[config.mk]
export PLATFORM = sky130hd
export DESIGN_NAME = nfctw_target_top
export DESIGN_NICKNAME = d
export VERILOG_FILES = /design/src/nfctw_pkg.sv /design/src/nfctw_target_top.sv /design/src/nfctw_coll_detect.sv /design/src/nfctw_noresp_timer.sv
export SDC_FILE = /design/constraint.sdc
export NUM_CORES = 1
export LEC_CHECK = 0
export BUFFER_PORTS_ARGS = -buffer_cell sky130_fd_sc_hd__buf_2
export CORE_ASPECT_RATIO = 0.9
export CORE_MARGIN = 8
export CORE_UTILIZATION = 62
export CTS_BUF_LIST = sky130_fd_sc_hd__clkbuf_2 sky130_fd_sc_hd__clkbuf_4 sky130_fd_sc_hd__clkbuf_8
export DETAILED_ROUTE_END_ITERATION = 8
export PLACE_DENSITY = 0.9
export SYNTH_ARGS = -nofsm -noshare
export SYNTH_HDL_FRONTEND = slang
export SYNTH_HIERARCHICAL = 1
export SYNTH_SLANG_ARGS = --single-unit
[constraint.sdc]
create_clock -name pclk -period 4.6 [get_ports pclk]
set_clock_uncertainty 0.2 [all_clocks]
set_input_delay 0.23 -clock pclk [delete_from_list [all_inputs] [get_ports pclk]]
set_output_delay 0.23 -clock pclk [all_outputs]
set_load 0.005 [all_outputs]
[src/nfctw_pkg.sv]
// Shared constants, register map and types of the NFC target
// wake-up and first-command detection block.
// Assumes a 100 MHz pclk and word-aligned APB register access.
// Function
// (RL1) Decode three-bit threshold code with range bit
// (RL2) Threshold register cleared only by always-on reset
// (RL3) Oscillator ready sets osc flag, field-change event
// (RL4) Bit 7 shows wake-up comparator always
// (RL5) Bit 6 shows collision comparator always
// (RL6) First command raises receive-start interrupt
// (RL7) Host confirms power-up between both interrupts
// (RL8) Latch first command protocol once received
// (RL9) Report type-F, request and type-B flags
// (RL10) Report first command bit rate code
// (RL11) Protocol info clears on disable, read
// (RL12) Request enters slow passive, FIFO if manual
// (RL13) Field loss raises field-change, aborts procedure
// (RL14) Clock extractor on for slow passive modes
// (RL15) Card emulation bit selects type-A card
// (RL16) Type-F request gives fast passive target
// (RL17) Attribute request gives active target mode
// (RL18) Type-B with emulation enters type-B card
// (RL19) Status clears on disable, control write, read
// (RL20) Transfer flags set early, request at end
// (RL21) FIFO, CRC, parity and framing status flags
// (RL22) Collision edge count and no-response timeout
// (RL23) Field above threshold forces internal power-up
// (RL24) Automatic detection uses internal state machine
package nfctw_pkg;

	// ==========================================================
	// Timing
	localparam int CLK_PERIOD_NS = 10;
	localparam int BIT_PERIOD_NS = 9440;
	localparam int BIT_PERIOD_CYC = BIT_PERIOD_NS / CLK_PERIOD_NS;
	localparam int NORESP_UNIT_NS = 1000;
	localparam int NORESP_UNIT_CYC = NORESP_UNIT_NS / CLK_PERIOD_NS;

	// ==========================================================
	// Register indices; byte address is four times the index
	localparam logic [4:0] IDX_PROTO_CTRL = 5'h01;
	localparam logic [4:0] IDX_NORESP_WAIT = 5'h07;
	localparam logic [4:0] IDX_IRQ_STATUS = 5'h0c;
	localparam logic [4:0] IDX_OSC_STATUS = 5'h0f;
	localparam logic [4:0] IDX_SPECIAL_FN = 5'h10;
	localparam logic [4:0] IDX_LOW_FIELD = 5'h16;
	localparam logic [4:0] IDX_WAKE_THRESH = 5'h18;
	localparam logic [4:0] IDX_TARGET_INFO = 5'h19;

	// ==========================================================
	// Reset values
	localparam logic [7:0] PC_RST = 8'h00;
	localparam logic [7:0] NRW_RST = 8'h0e;
	localparam logic [7:0] SF_RST = 8'h00;
	localparam logic [7:0] LF_RST = 8'h00;
	localparam logic [7:0] WT_RST = 8'h00;
	localparam logic [7:0] IRQ_RST = 8'h00;
	localparam logic [4:0] TP_RST = 5'h00;

	// ==========================================================
	// Field positions
	localparam int TP_WAKE_BIT = 7;
	localparam int TP_COLL_BIT = 6;
	localparam int TP_TYPEF_BIT = 4;
	localparam int TP_PASSIVE_TARGET_SLOW_FLAG_BIT = 3;
	localparam int TP_TYPEB_BIT = 2;
	localparam int IRQ_TX_BIT = 7;
	localparam int IRQ_RX_BIT = 6;
	localparam int IRQ_FIFO_BIT = 5;
	localparam int IRQ_CRC_BIT = 4;
	localparam int IRQ_PAR_BIT = 3;
	localparam int IRQ_FRM_BIT = 2;
	localparam int IRQ_COL_BIT = 1;
	localparam int IRQ_NORESP_BIT = 0;
	localparam int WT_RANGE_BIT = 3;
	localparam int WT_SDD_BIT = 5;
	localparam int WT_ID_LSB = 6;
	localparam logic [7:0] WT_WRITE_MASK = 8'hef;
	localparam int PC_NO_RX_CRC_BIT = 7;
	localparam int PC_VICINITY_BIT = 3;
	localparam int PC_CARD_EMU_BIT = 2;
	localparam int OSC_OK_BIT = 6;
	localparam int SF_COLL7_BIT = 0;

	// ==========================================================
	// Codes
	localparam logic [1:0] RATE_106 = 2'h1;
	localparam logic [1:0] RATE_212 = 2'h2;
	localparam logic [1:0] RATE_424 = 2'h3;
	localparam logic [3:0] COLL_LIMIT_6 = 4'h6;
	localparam logic [3:0] COLL_LIMIT_7 = 4'h7;
	// Threshold in mV per code 7..0; code 0 is off
	localparam logic [7:0][10:0] THR_LO_MV = {11'h0aa, 11'h0b4,
		11'h0be, 11'h0dc, 11'h0fa, 11'h15e, 11'h1e0, 11'h000};
	localparam logic [7:0][10:0] THR_HI_MV = {11'h118, 11'h140,
		11'h190, 11'h1c2, 11'h1f4, 11'h2bc, 11'h5dc, 11'h000};

	// ==========================================================
	// Types
	typedef enum logic [1:0] {CMD_OTHER, CMD_SENS_ALL, CMD_SENSF,
		CMD_ATR} nfctw_cmd_kind_t;
	typedef enum logic [1:0] {CODE_A, CODE_F, CODE_B} nfctw_coding_t;
	typedef struct packed {
		nfctw_cmd_kind_t kind;
		nfctw_coding_t coding;
		logic [1:0] rate;
	} nfctw_first_cmd_t;
	typedef struct packed {
		logic tx_start;
		logic tx_done;
		logic rx_sof;
		logic rx_done;
		logic fifo_level;
		logic crc_err;
		logic parity_err;
		logic framing_err;
		logic rf_edge;
	} nfctw_evt_t;
	typedef enum logic [2:0] {MODE_IDLE, MODE_PASSIVE_TARGET_SLOW_FLAG, MODE_CARD_A,
		MODE_PAS_F, MODE_ACTIVE, MODE_CARD_B} nfctw_mode_t;
	typedef enum logic [1:0] {WK_OFF, WK_OSC, WK_CMD,
		WK_RUN} nfctw_wake_t;

	// Threshold in mV for a code; code 0 gives 0 (detector off)
	function automatic logic [10:0] thr_mv(logic hi, logic [2:0] code);
		return hi ? THR_HI_MV[code] : THR_LO_MV[code];
	endfunction

endpackage

[src/nfctw_target_top.sv]
// Target-side wake-up, first-command classification and status.
// Assumes RF front-end signals synchronous to pclk, an always-on
// reset separate from the main digital reset, and an APB master.
//
// The implementer's own choice: register access over APB.
`timescale 1ns/100ps
module nfctw_target_top import nfctw_pkg::*; #(
	parameter int BIT_CYC = BIT_PERIOD_CYC,
	parameter int UNIT_CYC = NORESP_UNIT_CYC
) (
	// Clock and resets
	input wire logic pclk,
	input wire logic presetn,
	input wire logic aon_por_n,
	// APB slave
	input wire logic psel,
	input wire logic penable,
	input wire logic pwrite,
	input wire logic [7:0] paddr,
	input wire logic [31:0] pwdata,
	input wire logic [3:0] pstrb,
	output logic [31:0] prdata,
	output logic pready,
	output logic pslverr,
	// Power pins
	input wire logic power_up_pin,
	input wire logic supply_keep_pin,
	output logic forced_power_up,
	output logic supply_on,
	// RF front end
	input wire logic [10:0] rf_level_mv,
	input wire logic osc_stable,
	input wire logic first_cmd_valid,
	input wire nfctw_first_cmd_t first_cmd,
	input wire nfctw_evt_t evt,
	// Target control outputs
	output logic irq,
	output nfctw_mode_t target_mode,
	output logic clock_extractor_en,
	output logic fifo_cmd_write,
	output logic sdd_auto_start,
	output logic [1:0] sdd_id_size
);

	// ==========================================================
	// Register storage
	logic [7:0] pc_ff, nrw_ff, sf_ff, lf_ff, wt_ff, irq_st_ff, rdata_ff;
	logic [4:0] tp_info_ff;
	logic irq_ff, osc_ok_ff, wake_cmp_ff, coll_cmp_ff, rx_busy_ff, err_ff;
	nfctw_wake_t wake_ff;
	nfctw_wake_t nxt_wake;
	nfctw_mode_t mode_ff;

	// ==========================================================
	// APB decode
	logic setup, access, wr_en, rd_done, mapped;
	logic [4:0] idx;
	logic [7:0] tp_read, rd_mux;

	assign setup = psel && !penable;
	assign access = psel && penable;
	assign wr_en = access && pwrite && pstrb[0];
	assign rd_done = access && !pwrite;
	assign idx = paddr[6:2];
	assign pready = 1'b1;
	assign pslverr = access && err_ff;
	assign prdata = {24'h000000, rdata_ff};

	// Address decode; high bit and byte offset must be zero
	assign mapped = !paddr[7] && (paddr[1:0] == 2'h0) && (idx inside {
		IDX_PROTO_CTRL, IDX_NORESP_WAIT, IDX_IRQ_STATUS, IDX_OSC_STATUS,
		IDX_SPECIAL_FN, IDX_LOW_FIELD, IDX_WAKE_THRESH, IDX_TARGET_INFO});

	// Live comparators beside the latched first-command fields
	assign tp_read = {wake_cmp_ff, coll_cmp_ff, 1'b0, tp_info_ff}; // RL4 RL5

	// Read mux
	always_comb begin
		case (idx)
			IDX_PROTO_CTRL: rd_mux = pc_ff;
			IDX_NORESP_WAIT: rd_mux = nrw_ff;
			IDX_IRQ_STATUS: rd_mux = irq_st_ff;
			IDX_OSC_STATUS: rd_mux = {1'b0, osc_ok_ff, 6'h00};
			IDX_SPECIAL_FN: rd_mux = sf_ff;
			IDX_LOW_FIELD: rd_mux = lf_ff;
			IDX_WAKE_THRESH: rd_mux = wt_ff;
			IDX_TARGET_INFO: rd_mux = tp_read;
			default: rd_mux = 8'h00;
		endcase
		if (!mapped) begin
			rd_mux = 8'h00;
		end
	end

	// Read data and error captured in the setup cycle
	always_ff @(posedge pclk or negedge presetn) begin
		if (!presetn) begin
			rdata_ff <= 8'h00;
			err_ff <= 1'b0;
		end else if (setup) begin
			rdata_ff <= pwrite ? 8'h00 : rd_mux;
			err_ff <= !mapped;
		end
	end

	// ==========================================================
	// Configuration registers on the main reset
	logic wr_pc;

	assign wr_pc = wr_en && mapped && (idx == IDX_PROTO_CTRL);

	always_ff @(posedge pclk or negedge presetn) begin
		if (!presetn) begin
			pc_ff <= PC_RST;
			nrw_ff <= NRW_RST;
			sf_ff <= SF_RST;
			lf_ff <= LF_RST;
		end else if (wr_en && mapped) begin
			case (idx)
				IDX_PROTO_CTRL: pc_ff <= pwdata[7:0];
				IDX_NORESP_WAIT: nrw_ff <= pwdata[7:0];
				IDX_SPECIAL_FN: sf_ff <= pwdata[7:0];
				IDX_LOW_FIELD: lf_ff <= pwdata[7:0];
				default: begin
				end
			endcase
		end
	end

	// Threshold register lives on the always-on reset only
	always_ff @(posedge pclk or negedge aon_por_n) begin
		if (!aon_por_n) begin
			wt_ff <= WT_RST; // RL2
		end else if (wr_en && mapped && idx == IDX_WAKE_THRESH) begin
			wt_ff <= pwdata[7:0] & WT_WRITE_MASK;
		end
	end

	assign sdd_id_size = wt_ff[WT_ID_LSB +: 2];

	// ==========================================================
	// Field comparators and oscillator flag
	logic [10:0] wake_thr;
	logic [10:0] coll_thr;

	assign wake_thr = thr_mv(wt_ff[WT_RANGE_BIT], wt_ff[2:0]); // RL1
	assign coll_thr = thr_mv(1'b0, lf_ff[2:0]);

	always_ff @(posedge pclk or negedge presetn) begin
		if (!presetn) begin
			wake_cmp_ff <= 1'b0;
			coll_cmp_ff <= 1'b0;
			osc_ok_ff <= 1'b0;
		end else begin
			// Code zero switches the detector off
			wake_cmp_ff <= (wt_ff[2:0] != 3'h0) &&
				(rf_level_mv > wake_thr); // RL1 RL4
			coll_cmp_ff <= (lf_ff[2:0] != 3'h0) &&
				(rf_level_mv > coll_thr); // RL5
			osc_ok_ff <= osc_stable; // RL3
		end
	end

	// ==========================================================
	// Wake-up sequence
	logic field_lost, fc_event, enable_n;

	assign forced_power_up = (wake_ff == WK_OSC) ||
		(wake_ff == WK_CMD); // RL23
	assign enable_n = !(power_up_pin || forced_power_up);
	assign supply_on = supply_keep_pin || !enable_n;
	assign field_lost = (wake_ff != WK_OFF) && !wake_cmp_ff;

	// Next state; forced power-up ends with the receive interrupt
	always_comb begin
		nxt_wake = wake_ff;
		fc_event = 1'b0;
		case (wake_ff)
			WK_OFF: begin
				if (wake_cmp_ff) begin
					nxt_wake = WK_OSC; // RL23
				end
			end
			WK_OSC: begin
				if (osc_stable) begin
					nxt_wake = WK_CMD;
					fc_event = 1'b1; // RL3
				end
			end
			WK_CMD: begin
				if (evt.rx_done) begin
					nxt_wake = WK_RUN; // RL6 RL7
				end
			end
			WK_RUN: begin
				if (!power_up_pin) begin
					nxt_wake = WK_OFF;
				end
			end
			default: begin
				nxt_wake = WK_OFF;
			end
		endcase
		if (field_lost) begin
			nxt_wake = WK_OFF;
			fc_event = 1'b1; // RL13
		end
	end

	always_ff @(posedge pclk or negedge presetn) begin
		if (!presetn) begin
			wake_ff <= WK_OFF;
		end else begin
			wake_ff <= nxt_wake;
		end
	end

	// ==========================================================
	// First-command classification and target mode
	logic take_cmd, is_req, card_emu;
	nfctw_mode_t cmd_mode;

	assign take_cmd = first_cmd_valid && (wake_ff == WK_CMD); // RL8
	assign is_req = (first_cmd.kind == CMD_SENS_ALL);
	assign card_emu = pc_ff[PC_CARD_EMU_BIT];

	// Mode chosen by the first command
	always_comb begin
		case (first_cmd.kind)
			CMD_SENS_ALL: begin
				cmd_mode = card_emu ? MODE_CARD_A : MODE_PASSIVE_TARGET_SLOW_FLAG; // RL12 RL15
			end
			CMD_SENSF: begin
				cmd_mode = MODE_PAS_F; // RL16
			end
			CMD_ATR: begin
				cmd_mode = MODE_ACTIVE; // RL17
			end
			default: begin
				cmd_mode = MODE_IDLE;
			end
		endcase
		if (first_cmd.coding == CODE_B) begin
			cmd_mode = card_emu ? MODE_CARD_B : MODE_IDLE; // RL18
		end
	end

	// Latched protocol fields; read clears only the bits read
	always_ff @(posedge pclk or negedge presetn) begin
		if (!presetn) begin
			tp_info_ff <= TP_RST;
		end else if (enable_n) begin
			tp_info_ff <= TP_RST; // RL11
		end else if (take_cmd) begin
			tp_info_ff <= {first_cmd.coding == CODE_F, is_req,
				first_cmd.coding == CODE_B, first_cmd.rate}; // RL9 RL10
		end else if (rd_done && mapped && idx == IDX_TARGET_INFO) begin
			tp_info_ff <= tp_info_ff & ~rdata_ff[4:0]; // RL11
		end
	end

	// Mode register; aborted on field loss or disable
	always_ff @(posedge pclk or negedge presetn) begin
		if (!presetn) begin
			mode_ff <= MODE_IDLE;
		end else if (enable_n || nxt_wake == WK_OFF) begin
			mode_ff <= MODE_IDLE; // RL13
		end else if (take_cmd) begin
			mode_ff <= cmd_mode;
		end
	end

	assign target_mode = mode_ff;
	assign clock_extractor_en = (mode_ff == MODE_PASSIVE_TARGET_SLOW_FLAG) ||
		(mode_ff == MODE_CARD_A); // RL14

	// Hand the request to the FIFO or to automatic detection
	always_ff @(posedge pclk or negedge presetn) begin
		if (!presetn) begin
			fifo_cmd_write <= 1'b0;
			sdd_auto_start <= 1'b0;
		end else begin
			fifo_cmd_write <= take_cmd && is_req &&
				!wt_ff[WT_SDD_BIT]; // RL12
			sdd_auto_start <= take_cmd && is_req &&
				wt_ff[WT_SDD_BIT]; // RL24
		end
	end

	// ==========================================================
	// Collision and no-response detectors
	logic coll_pulse, noresp_pulse;

	always_ff @(posedge pclk or negedge presetn) begin
		if (!presetn) begin
			rx_busy_ff <= 1'b0;
		end else if (evt.rx_sof) begin
			rx_busy_ff <= 1'b1;
		end else if (evt.rx_done) begin
			rx_busy_ff <= 1'b0;
		end
	end

	nfctw_coll_detect #(
		.BIT_CYC(BIT_CYC)
	) u_coll (
		.pclk(pclk),
		.presetn(presetn),
		.active(rx_busy_ff),
		.limit_sel7(sf_ff[SF_COLL7_BIT]),
		.rf_edge(evt.rf_edge),
		.coll_pulse(coll_pulse)
	);

	nfctw_noresp_timer #(
		.UNIT_CYC(UNIT_CYC)
	) u_noresp (
		.pclk(pclk),
		.presetn(presetn),
		.start(evt.tx_done && pc_ff[PC_VICINITY_BIT]), // RL22
		.stop(evt.rx_sof),
		.wait_units(nrw_ff),
		.expire(noresp_pulse)
	);

	// ==========================================================
	// Interrupt cause status and request line
	logic [7:0] st_set, st_clr_rd;
	logic st_clr_all, irq_now, irq_end;

	// Event sets per bit
	always_comb begin
		st_set = 8'h00;
		st_set[IRQ_TX_BIT] = evt.tx_start; // RL20
		st_set[IRQ_RX_BIT] = evt.rx_sof; // RL20 RL6
		st_set[IRQ_FIFO_BIT] = evt.fifo_level; // RL21
		st_set[IRQ_CRC_BIT] = evt.crc_err &&
			!pc_ff[PC_NO_RX_CRC_BIT]; // RL21
		st_set[IRQ_PAR_BIT] = evt.parity_err; // RL21
		st_set[IRQ_FRM_BIT] = evt.framing_err || fc_event; // RL21 RL3
		st_set[IRQ_COL_BIT] = coll_pulse; // RL22
		st_set[IRQ_NORESP_BIT] = noresp_pulse; // RL22
	end

	assign st_clr_all = enable_n || wr_pc; // RL19
	assign st_clr_rd = (rd_done && mapped && idx == IDX_IRQ_STATUS) ?
		rdata_ff : 8'h00;
	// Transfer flags raise the request only at completion
	assign irq_end = (evt.tx_done &&
		(irq_st_ff[IRQ_TX_BIT] || evt.tx_start)) ||
		(evt.rx_done && (irq_st_ff[IRQ_RX_BIT] || evt.rx_sof)); // RL20
	assign irq_now = irq_end || (|st_set[5:0]);

	// Set wins over any clear in the same cycle
	always_ff @(posedge pclk or negedge presetn) begin
		if (!presetn) begin
			irq_st_ff <= IRQ_RST;
			irq_ff <= 1'b0;
		end else begin
			if (st_clr_all) begin
				irq_st_ff <= st_set; // RL19
			end else begin
				irq_st_ff <= (irq_st_ff & ~st_clr_rd) | st_set; // RL19
			end
			if (irq_now) begin
				irq_ff <= 1'b1;
			end else if (st_clr_all || st_clr_rd != 8'h00) begin
				irq_ff <= 1'b0; // RL19
			end
		end
	end
	assign irq = irq_ff;
endmodule

[src/nfctw_coll_detect.sv]
// Counts field edges inside each slow-rate bit period.
// Assumes rf_edge is a one-cycle pulse synchronous to pclk.
`timescale 1ns/100ps
module nfctw_coll_detect import nfctw_pkg::*; #(
	parameter int BIT_CYC = BIT_PERIOD_CYC
) (
	// Clock and reset
	input wire logic pclk,
	input wire logic presetn,
	// Control
	input wire logic active,
	input wire logic limit_sel7,
	input wire logic rf_edge,
	// Result
	output logic coll_pulse
);
	localparam int CW = $clog2(BIT_CYC);
	logic [CW-1:0] per_ff;
	logic [3:0] edges_ff;
	logic [3:0] limit;
	logic per_end;

	assign limit = limit_sel7 ? COLL_LIMIT_7 : COLL_LIMIT_6;
	assign per_end = (per_ff == CW'(BIT_CYC - 1));

	// Bit period counter and saturating edge count
	always_ff @(posedge pclk or negedge presetn) begin
		if (!presetn) begin
			per_ff <= '0;
			edges_ff <= 4'h0;
			coll_pulse <= 1'b0;
		end else begin
			coll_pulse <= 1'b0;
			if (!active || per_end) begin
				per_ff <= '0;
				edges_ff <= 4'h0;
				coll_pulse <= active && (edges_ff > limit); // RL22
			end else begin
				per_ff <= per_ff + 1'b1;
				if (rf_edge && edges_ff != 4'hf) begin
					edges_ff <= edges_ff + 1'b1;
				end
			end
		end
	end
endmodule

[src/nfctw_noresp_timer.sv]
// No-response timer: counts the programmed wait after transmit.
// Assumes start and stop are one-cycle pulses on pclk.
`timescale 1ns/100ps
module nfctw_noresp_timer import nfctw_pkg::*; #(
	parameter int UNIT_CYC = NORESP_UNIT_CYC
) (
	// Clock and reset
	input wire logic pclk,
	input wire logic presetn,
	// Control
	input wire logic start,
	input wire logic stop,
	input wire logic [7:0] wait_units,
	// Result
	output logic expire
);
	localparam int DW = $clog2(UNIT_CYC);
	logic [DW-1:0] div_ff;
	logic [7:0] cnt_ff;
	logic run_ff;
	logic tick;

	assign tick = run_ff && (div_ff == DW'(UNIT_CYC - 1));

	// Unit divider gives a one-cycle enable while running
	always_ff @(posedge pclk or negedge presetn) begin
		if (!presetn) begin
			div_ff <= '0;
		end else if (start || !run_ff || tick) begin
			div_ff <= '0;
		end else begin
			div_ff <= div_ff + 1'b1;
		end
	end

	// Wait counter; a reply start stops it
	always_ff @(posedge pclk or negedge presetn) begin
		if (!presetn) begin
			run_ff <= 1'b0;
			cnt_ff <= 8'h00;
			expire <= 1'b0;
		end else begin
			expire <= 1'b0;
			if (start) begin
				run_ff <= 1'b1;
				cnt_ff <= wait_units;
			end else if (stop) begin
				run_ff <= 1'b0;
			end else if (tick) begin
				if (cnt_ff <= 8'h01) begin
					run_ff <= 1'b0;
					expire <= 1'b1; // RL22
				end else begin
					cnt_ff <= cnt_ff - 1'b1;
				end
			end
		end
	end
endmodule

# Yosys cells after proc, flatten, opt, wreduce, memory -nomap -nowiden
# Memories as Yosys holds them, arrays and structs flattened.
# Index checks and enable logic that the tools add are counted.
[totals] regBits=105 rom_bits=264 in_bits=80 out_inout_bits=45 wordCells=191 mem_count=3
[op_classes] addsub=4 magnitude_cmp=6 eq_ne=24 muxes=49 bitwise=5 n_reduce_logical=75
[mem_list] name="(name not given)" words=8 width=11 read_ports=1 rd_ports_with_merged_regs=0 wr=0 line="nfctw_pkg.sv:126" text="return hi ? THR_HI_MV[code] : THR_LO_MV[code];"
[mem_list] name="(name not given)" words=8 width=11 read_ports=1 rd_ports_with_merged_regs=0 wr=0 line="nfctw_pkg.sv:126"
[mem_list] name="(name not given)" words=8 width=11 read_ports=1 rd_ports_with_merged_regs=0 wr=0 line="nfctw_pkg.sv:126"
[op_table] cell="$mux W8" count=8
[op_table] cell="$pmux W8 S8" count=1
[op_table] cell="$mux W11" count=4
[op_table] cell="$logic_and A1 B1 Y1" count=28
[op_table] cell="$gt A11 B11 Y1" count=2
[op_table] cell="$eq A5 B5 Y1 const B" count=4
[op_table] cell="$mux W1" count=17
[op_table] cell="$reduce_bool A8 Y1" count=2
[op_table] cell="$logic_or A1 B1 Y1" count=15
[op_table] cell="$mux W5" count=3
[op_table] cell="$mux W2" count=6
[op_table] cell="$mux W3" count=4
[op_table] cell="$reduce_bool A2 Y1" count=6
[op_table] cell="$reduce_bool A3 Y1" count=4
[op_table] cell="$add A10 B1 Y10 const B" count=1
[op_table] cell="$eq A10 B10 Y1 const B" count=1
[op_table] cell="$eq A2 B2 Y1 const B" count=5
[op_table] cell="$eq A5 B4 Y1 const B" count=2
[op_table] cell="$logic_not A1 Y1" count=10
[op_table] cell="$mux W10" count=1
[op_table] cell="$reduce_and A2 Y1" count=5
[op_table] cell="$pmux W3 S3" count=1
[op_table] cell="$and A8 B8 Y8" count=1
[op_table] cell="$le A8 B1 Y1 const B" count=1
[op_table] cell="other kinds (24)" count=31

# Logic depth before layout (Yosys ltp)
# Gate-level depths: netlist (run 1).
[depth] depth_word=10 depth_mapped=12 ltp_nobuf=12

# Modules after synthesis
# Netlist (run 1), hierarchy kept.
[modules_own_cells] mod="nfctw_target_top" n_inst=1 cells_per_inst=454 area_each_um2=4615.7 seq_area_each_um2=1830.5
[modules_own_cells] mod="nfctw_noresp_timer" n_inst=1 cells_per_inst=108 area_each_um2=987.2 seq_area_each_um2=425.4
[modules_own_cells] mod="nfctw_coll_detect" n_inst=1 cells_per_inst=78 area_each_um2=777.0 seq_area_each_um2=375.4

# Least setup slack after synthesis (run 1)
# Ideal clock, no wire load.
[synth_timing] kind="flip-flop to flip-flop" startpoint="register wt_ff[0]" endpoint="register wake_cmp_ff" setup_ps=141 t_arrival_ps=2090 t_required_ps=4259 setup_slack_ps=2170 path_stages_with_launch=10 path_buffers=0 synth_period_minus_slack_ps=2430 cell_sequence="dfrtp_1 inv_1 ha_1 nand2_1 a31oi_1 ha_1 a2111oi_0 a211oi_1 a2111oi_0 a2111oi_0"
[synth_between] elab_chain_cells=5 elab_cells_between_ends=8 cone_classes="order compare: 1; mux: 3; reduce/logical: 2; memory: 2"
[synth_rtl] element="start, declared" line="nfctw_target_top.sv:47" text="logic [7:0] pc_ff, nrw_ff, sf_ff, lf_ff, wt_ff, irq_st_ff, rdata_ff;"
[synth_rtl] element="start signal, assigned" line="nfctw_target_top.sv:135" text="wt_ff <= pwdata[7:0] & WT_WRITE_MASK;"
[synth_rtl] element="$mem_v2 Z8 W11"
[synth_rtl] element="$mux W11 (implied by the code)" line="nfctw_pkg.sv:126"
[synth_rtl] element="$mux W11" line="nfctw_pkg.sv:126"
[synth_rtl] element="$gt A11 B11 Y1" line="nfctw_target_top.sv:157" text="(rf_level_mv > wake_thr);"
[synth_rtl] element="$logic_and A1 B1 Y1 (*)" line="nfctw_target_top.sv:156" text="wake_cmp_ff <= (wt_ff[2:0] != 3'h0) &&"
[synth_rtl] element="end signal, assigned" line="nfctw_target_top.sv:156"
[synth_rtl] element="end, declared" line="nfctw_target_top.sv:49" text="logic irq_ff, osc_ok_ff, wake_cmp_ff, coll_cmp_ff, rx_busy_ff, err_ff;"
# Mark *: on every way between the ends. The rest lies on a longest branch, timed or not. The select of a mux whose other input is x is not followed.
# A chain may end at the register's enable or synchronous reset.

# Final worst setup path (run 1)
# Same ends and word-level chain as after synthesis.

==> impl_metrics.env, run 1 <==
export IMPL_rsz0062_at_grt="false"
export IMPL_clock_sink_count=105
export IMPL_cts_tree="built"
export IMPL_post_route_period_util=0.632
export IMPL_slew_violations=0
export IMPL_areaGrowthSynthToFinish_pct=11.7
export IMPL_std_cell_rows=35
export IMPL_p_leak_nw=3.30
export IMPL_ys_flop_type="dfrtp_1"
export IMPL_cts_max_level=3
export IMPL_die_w_um=123
export IMPL_diodes=0
export IMPL_clk_transition_reported_paths_ps=100
export IMPL_die_area_sq_um=13800
export IMPL_drtIter0Drc=510
export IMPL_wl_um=16100
export IMPL_cp_cell_sequence="inv_1 > ha_1 > a211oi_1 > a21oi_1 > ha_1 > a2111oi_0 > a211oi_1 > a2111oi_0 > a2111oi_0"
export IMPL_cellPowerDensity_nw_per_um2=275
export IMPL_clock_fmax_mhz=344
export IMPL_cp_common_cell="a2111oi_0"
export IMPL_core_area_sq_um=10100
export IMPL_netlist_instances=640
export IMPL_grt_pass1_wl_um=26000
export IMPL_whs_ps=49.2
export IMPL_fin_nets=840
export IMPL_status="finished, final reports clean"
export IMPL_drc=0
export IMPL_critPathMaxStageDelay_ps=520
export IMPL_ys_types=74
export IMPL_initial_core_util=0.631
export IMPL_gr_usage_all_layers=0.233
export IMPL_startpoint_type="flop"
export IMPL_ys_warn_count=6
export IMPL_end_kind="flop"
export IMPL_max_slew_margin=0.331
export IMPL_setup_violations_final=0
export IMPL_multi_input_area_sq_um=3420
export IMPL_seq_area_sq_um=2630
export IMPL_grt_max_degree=71
export IMPL_routed_via_count=5366
export IMPL_cts_root_buf="clkbuf_8"
export IMPL_insertion_delay_ps=370
export IMPL_irDropWorstVdd_uv=207
export IMPL_cts_max_path_buffers=2
export IMPL_drt_pass1_iter_count=5
export IMPL_min_path_type="in2async"
export IMPL_pin_count=125
export IMPL_layout_cells_non_filler=854
export IMPL_post_drt_wl_per_cell_um=18.9
export IMPL_dp_cells=815
export IMPL_grt_antenna_before_repair=0
export IMPL_gp_congestion=0.859
export IMPL_synthArstFlopShare=1.00
export IMPL_syn_area_per_cell_sq_um=9.97
export IMPL_min_period_ps=2910
export IMPL_numPortBuffers=72
export IMPL_grt_overflow=0
export IMPL_ys_seq_elements=105
export IMPL_hpwl_um=12100
export IMPL_hold_violations=0
export IMPL_critPathSlowestCell="dfrtp_1"
export IMPL_grt_pass1_vias=5353
export IMPL_synth_area_sq_um=6380
export IMPL_maxCapViolCount=0
export IMPL_cts_made_buffers=9
export IMPL_required_ps=4630
export IMPL_ys_seq_area_frac=0.412
export IMPL_synth_edf_count=0
export IMPL_vias_per_cell=6.28
export IMPL_critical_path_class="reg2reg"
export IMPL_cp_max_fo=8
export IMPL_crit_arrival_ps=2940
export IMPL_dieHeight_um=112
export IMPL_layout_drive_gt1_share=0.217
export IMPL_nFillCells=729
export IMPL_final_antenna_net_count=0
export IMPL_worst_pin_slew_ps=993
export IMPL_fin_tns_setup_ps=0
## report_power, final
part / leakage [nW] / switching (mW) / internal [mW]
registers: 1.36 / 0.0476 / 0.964
clock network: 0.106 / 0.322 / 0.311
logic: 1.84 / 0.187 / 0.130
total: 3.30 / 0.556 / 1.40
## cells in the mapped netlist (3+ instances only)
cell | count | area share
dfrtp_1 | 102 | 0.40
nand2_1 | 60 | 0.035
ha_1 | 40 | 0.078
nor2_1 | 40 | 0.024
buf_4 | 34 | 0.040
mux2_2 | 34 | 0.060
nand3_1 | 29 | 0.023
o21ai_0 | 28 | 0.022
a21oi_1 | 23 | 0.018
inv_1 | 23 | 0.014
a22oi_1 | 19 | 0.022
nand4_1 | 12 | 0.012
clkbuf_1 | 11 | 0.0065
nor3_1 | 11 | 0.0086
nor2b_1 | 10 | 0.0098
a22o_1 | 9 | 0.012
xnor2_1 | 8 | 0.011
a31o_2 | 7 | 0.0096
and2_1 | 7 | 0.0069
nor4_1 | 7 | 0.0069
a211oi_1 | 6 | 0.0071
nand2b_1 | 6 | 0.0059
a31oi_1 | 5 | 0.0049
and3_1 | 5 | 0.0049
nand3b_1 | 5 | 0.0059
nor4_4 | 5 | 0.017
a2111oi_0 | 4 | 0.0055
a222oi_1 | 4 | 0.0063
a32o_1 | 4 | 0.0063
buf_2 | 4 | 0.0031
or3_1 | 4 | 0.0039
a211o_1 | 3 | 0.0041
a21o_1 | 3 | 0.0035
dfstp_2 | 3 | 0.012
nand4b_1 | 3 | 0.0041
o211ai_1 | 3 | 0.0035
o21a_1 | 3 | 0.0035
o21ai_1 | 3 | 0.0024
o21bai_1 | 3 | 0.0035
xor2_1 | 3 | 0.0041
## layer usage
metal / vias to the layer above / GRT usage / wire, um
met2: 287 / 0.372 / 7600
li1: 2459 / - / -
met3: 44 / 0.0401 / 1450
met4: 0 / 0.0966 / 430
met1: 2576 / 0.306 / 6660
met5: - / 0 / 0
## placed cells by master (no fill, tap or decap), drive strengths merged, types with 25 or more instances in the layout
cell type  Yosys  layout
buf           39      73
nor2          43      43
dfrtp        102     102
ha            40      40
nand3         30      30
nand2         60      60
mux2          34      34
conb           2      25
inv           24      26
o21ai         31      31
## timing repair
item / 4_1_cts / 5_1_grt
resized for setup: 0 / 0
endpoints found under the hold margin: 121 / 0
setup buffers: 0 / 0
hold buffers: 23 / 0
endpoints found under the setup margin: 0 / 0
## logic make-up after synthesis
family / count (synthesis) / share of synthesized area
other: 2 / 0.00118
AND/OR/NAND/NOR: 231 / 0.209
flip-flops: 105 / 0.412
multiplexers: 34 / 0.0600
buffers and inverters: 74 / 0.0655
adder cells (fa/ha/maj): 40 / 0.0784
AO/OA/AOI/OAI: 143 / 0.158
XOR/XNOR: 11 / 0.0151
## flip-flops by register name (all words and copies together), names as in the netlist, 2 cells and up
name             cells
tp_info_ff           5
pc_ff                8
irq_st_ff            8
u_noresp/div_ff      7
u_noresp/cnt_ff      8
wt_ff                7
sf_ff                8
u_coll/edges_ff      4
nrw_ff               8
wake_ff              2
rdata_ff             8
u_coll/per_ff       10
target_mode          3
lf_ff                8
## critical path, delay by kind of cell (launching register included)
family / cells / cell delay [ps]
buffers and inverters: 1 / 200
AO/OA/AOI/OAI: 6 / 1340
adder cells (fa/ha/maj): 2 / 510
flip-flops: 1 / 520
## area by class of cell
cell class	count	share of cell area
clock buffer	9	0.0174
inverter	24	0.0126
tap	129	0.0227
sequential	105	0.369
multi-input combinational	484	0.480
clock inverter	7	0.0142
timing repair buffer	96	0.0843
## worst paths after layout
kind                                               from                           end  slack [ps]  depth (start not counted)
min in group pclk                                evt[1]        irq_st_ff[2]$_DFF_PN0_          50                          3
max reg2reg                        wt_ff[0]$_DFFE_PN0P_         wake_cmp_ff$_DFF_PN0_        1690                          9
max                                wt_ff[0]$_DFFE_PN0P_         wake_cmp_ff$_DFF_PN0_        1690                          9
min                                           aon_por_n          wt_ff[3]$_DFFE_PN0P_          50                          2
min reg2reg                u_noresp/div_ff[0]$_DFF_PN0_  u_noresp/div_ff[0]$_DFF_PN0_         260                          1
max in group asynchronous                       presetn         nrw_ff[3]$_DFFE_PN1P_        2950                          3
## per-stage QoR
stage / total power [mW] / worst slack [ps] / utilization / instance area (sq um)
floorplan: 1.22 / 2170 / - / 6470
global placement: 1.30 / 1770 / 0.659 / 6670
detailed placement: 1.32 / 1750 / 0.659 / 6670
CTS: 1.96 / 1740 / 0.704 / 7130
global route: 2.05 / 1520 / 0.704 / 7130
finish: 1.96 / 1690 / 0.704 / 7130
Power figures use the tool's default switching activity.
==> run 2: changes to the inputs <==
- ABC_AREA: default -> 1
- CORE_UTILIZATION: 62 -> 58
- PLACE_DENSITY: 0.9 -> 0.85
- clock period: 4.6 -> 2.85 ns (I/O delays scaled with it)
==> run 2 against run 1 <==
Effect of this change: final cell count increased by 28%; worst setup slack worse by 1400 ps; register-to-register slack lost 1400 ps; non-clock buffer count is 11 higher; via count rose by 9.4%; critical endpoint unchanged; largest power group unchanged.
==> impl_metrics.env, run 2 <==
export IMPL_status="finished, final reports clean"
export IMPL_die_w_um=128
export IMPL_dpl_cell_area_sq_um=6860
export IMPL_final_core_util=0.680
export IMPL_synth_compound_area_frac=0.140
export IMPL_grt_max_degree=54
export IMPL_clock_sink_count=105
export IMPL_critPathMaxStageDelay_ps=460
export IMPL_path_delay_family="simple AND/OR/NAND/NOR gates"
export IMPL_hold_violations=0
export IMPL_fin_area_sq_um=7380
export IMPL_grt_pass1_wl_um=27600
export IMPL_die_area_sq_um=14800
export IMPL_ys_types=48
export IMPL_p_leak_nw=3.83
export IMPL_synth_area_top_cells="dfrtp_1 (39%), nand2_1 (10%), ha_1 (7.7%)"
export IMPL_whs_ps=33.6
export IMPL_std_cell_rows=36
export IMPL_pin_count=125
export IMPL_synth_top_area_cell="dfrtp_1"
export IMPL_routed_via_count=5870
export IMPL_worst_pin_slew_ps=684
export IMPL_internal_power_mw=2.23
export IMPL_grt_pass1_vias=5699
export IMPL_synth_xor_area_share=0.00944
export IMPL_fin_nets=1058
export IMPL_worstPathBufferInverterCount=3
export IMPL_synth_common_cells="nand2_1 (178), inv_1 (118), dfrtp_1 (102)"
export IMPL_wl_um=16600
export IMPL_grt_overflow=0
export IMPL_cellPowerDensity_nw_per_um2=452
export IMPL_synth_fa_ha_area_frac=0.0771
export IMPL_numPortBuffers=72
export IMPL_critPathSlowestCell="dfrtp_1"
export IMPL_cts_made_buffers=9
export IMPL_crit_arrival_ps=2670
export IMPL_ctsResizeCount=0
export IMPL_cts_tree="built"
export IMPL_synthSimpleGateAreaFrac=0.250
export IMPL_startpoint="wt_ff[0]$_DFFE_PN0P_"
export IMPL_clk_transition_reported_paths_ps=110
export IMPL_vias_per_cell=5.36
export IMPL_cp_max_fo=8
export IMPL_regMostFlops="u_coll/per_ff"
export IMPL_r2r_slack_ps=310
export IMPL_post_drt_wl_per_cell_um=15.1
export IMPL_min_path_type="in2reg"
export IMPL_setup_violations_final=0
export IMPL_pwr_share_comb=0.218
export IMPL_synth_top_family_by_area="simple AND/OR/NAND/NOR gates"
export IMPL_final_cell_mix="nand2_1 (178), inv_1 (118), dfrtp_1 (102)"
export IMPL_diodes=0
export IMPL_core_area_sq_um=10900
export IMPL_synthMuxAreaShare=0
export IMPL_synth_most_common_cell="nand2_1"
export IMPL_slew_violations=0
export IMPL_fin_tns_setup_ps=0
export IMPL_max_slew_margin=0.544
export IMPL_synth_edf_count=0
export IMPL_synth_top_area_frac=0.393
export IMPL_min_period_ps=2540
export IMPL_synthArstFlopShare=1.00
export IMPL_dp_worst_setup_slack_ps=356
export IMPL_initial_core_util=0.598
export IMPL_areaGrowthSynthToFinish_pct=13.7
export IMPL_switchingPower_mw=1.11
export IMPL_irDropWorstVdd_uv=407
export IMPL_drtIter0Drc=477
export IMPL_grt_antenna_before_repair=0
export IMPL_ys_flop_type="dfrtp_1"
export IMPL_cts_root_buf="clkbuf_8"
export IMPL_dieHeight_um=116
export IMPL_gp_congestion=0.944
export IMPL_netlist_instances=837
export IMPL_startpoint_type="flop"
export IMPL_switching_share=0.333
export IMPL_synth_area_sq_um=6490
export IMPL_cts_max_level=3
export IMPL_pwr_share_clk=0.279
export IMPL_insertion_delay_ps=390
export IMPL_pwr_share_seq=0.503
export IMPL_end_kind="flop"
export IMPL_cts_max_path_buffers=2
export IMPL_hp_start="rf_level_mv[3]"
export IMPL_ys_seq_area_frac=0.405
export IMPL_required_ps=2980
export IMPL_layout_drive_gt1_share=0.133
export IMPL_clock_fmax_mhz=393
export IMPL_layout_commonest_cell="nand2_1"
export IMPL_cp_cell_sequence="inv_1 > ha_1 > or2_2 > nand3_1 > nand2_1 > ha_1 > nand2_1 > inv_1 > nor2_1 > o21ai_0 > nand2_1 > o2111ai_1 > nand3_1 > inv_1"
export IMPL_drc=0
export IMPL_largest_reg_flops=10
export IMPL_final_antenna_net_count=0
export IMPL_final_setup_worst_slack_ps=307
export IMPL_gr_usage_all_layers=0.234
export IMPL_ys_seq_elements=105
export IMPL_rsz0062_at_grt="false"
export IMPL_maxCapViolCount=0
export IMPL_hpwl_um=12400
export IMPL_post_route_period_util=0.892
export IMPL_critical_path_class="reg2reg"
export IMPL_syn_area_per_cell_sq_um=7.76
export IMPL_drt_pass1_iter_count=5
export IMPL_worstReg2RegStart="wt_ff[0]$_DFFE_PN0P_"
export IMPL_ys_warn_count=6
## run 2: what timing repair did
item	4_1_cts	5_1_grt
buffers inserted	0	0
endpoints found under the hold margin	130	0
hold buffers	33	0
## run 2: cells by family (layout without fill, tap and decap cells)
family          after synthesis  in the layout
other cells                   2             25
flops                       105            105
xor+xnor                      7              7
compound gates              156            156
fa+ha+maj                    40             40
buf+inv                     161            244
simple gates                366            366
## run 2: metal layers
layer / share of wire / up-vias / track usage
li1: - / 2876 / -
met4: 0.017 / 0 / 0.0705
met1: 0.44 / 2715 / 0.310
met3: 0.10 / 25 / 0.0739
met2: 0.44 / 254 / 0.360
met5: 0 / - / 0
## run 2: worst register-to-register path, stage by stage, from the launching register on
cell	delay, ps
dfrtp_1	460
inv_1	180
ha_1	250
or2_2	300
nand3_1	70
nand2_1	80
ha_1	320
nand2_1	60
inv_1	50
nor2_1	30
o21ai_0	170
nand2_1	80
o2111ai_1	80
nand3_1	90
inv_1	60
## run 2: final timing paths
path,cells past startpoint,end
min,5,wake_cmp_ff$_DFF_PN0_
min reg2reg,1,fifo_cmd_write$_DFF_PN0_
max in group asynchronous,3,nrw_ff[1]$_DFFE_PN1P_
max,14,wake_cmp_ff$_DFF_PN0_
min in group asynchronous,2,u_noresp/cnt_ff[5]$_DFFE_PN0P_
max reg2reg,14,wake_cmp_ff$_DFF_PN0_
## run 2: area by class of cell
class                      instances  area [sq um]
clock buffer                      10           138
timing repair buffer             107           721
clock inverter                     6          56.3
fill                             893          3470
inverter                         121           455
multi-input combinational        594          3190
tap                              152           190
sequential                       105          2630
## run 2: power by group through the flow
stage | Combinational [mW] | Sequential, mW | Clock, mW
after floorplan | 0.478 | 1.68 | 0
after global placement | 0.655 | 1.70 | 0
after detailed placement | 0.672 | 1.71 | 0
after CTS | 0.713 | 1.68 | 0.948
after global routing | 0.822 | 1.69 | 1.01
final | 0.726 | 1.68 | 0.931
## run 2: per-stage QoR
stage	total power [mW]	cells
floorplan	2.16	860
global placement	2.36	1046
detailed placement	2.38	1046
CTS	3.34	1095
global route	3.53	1095
finish	3.34	1095
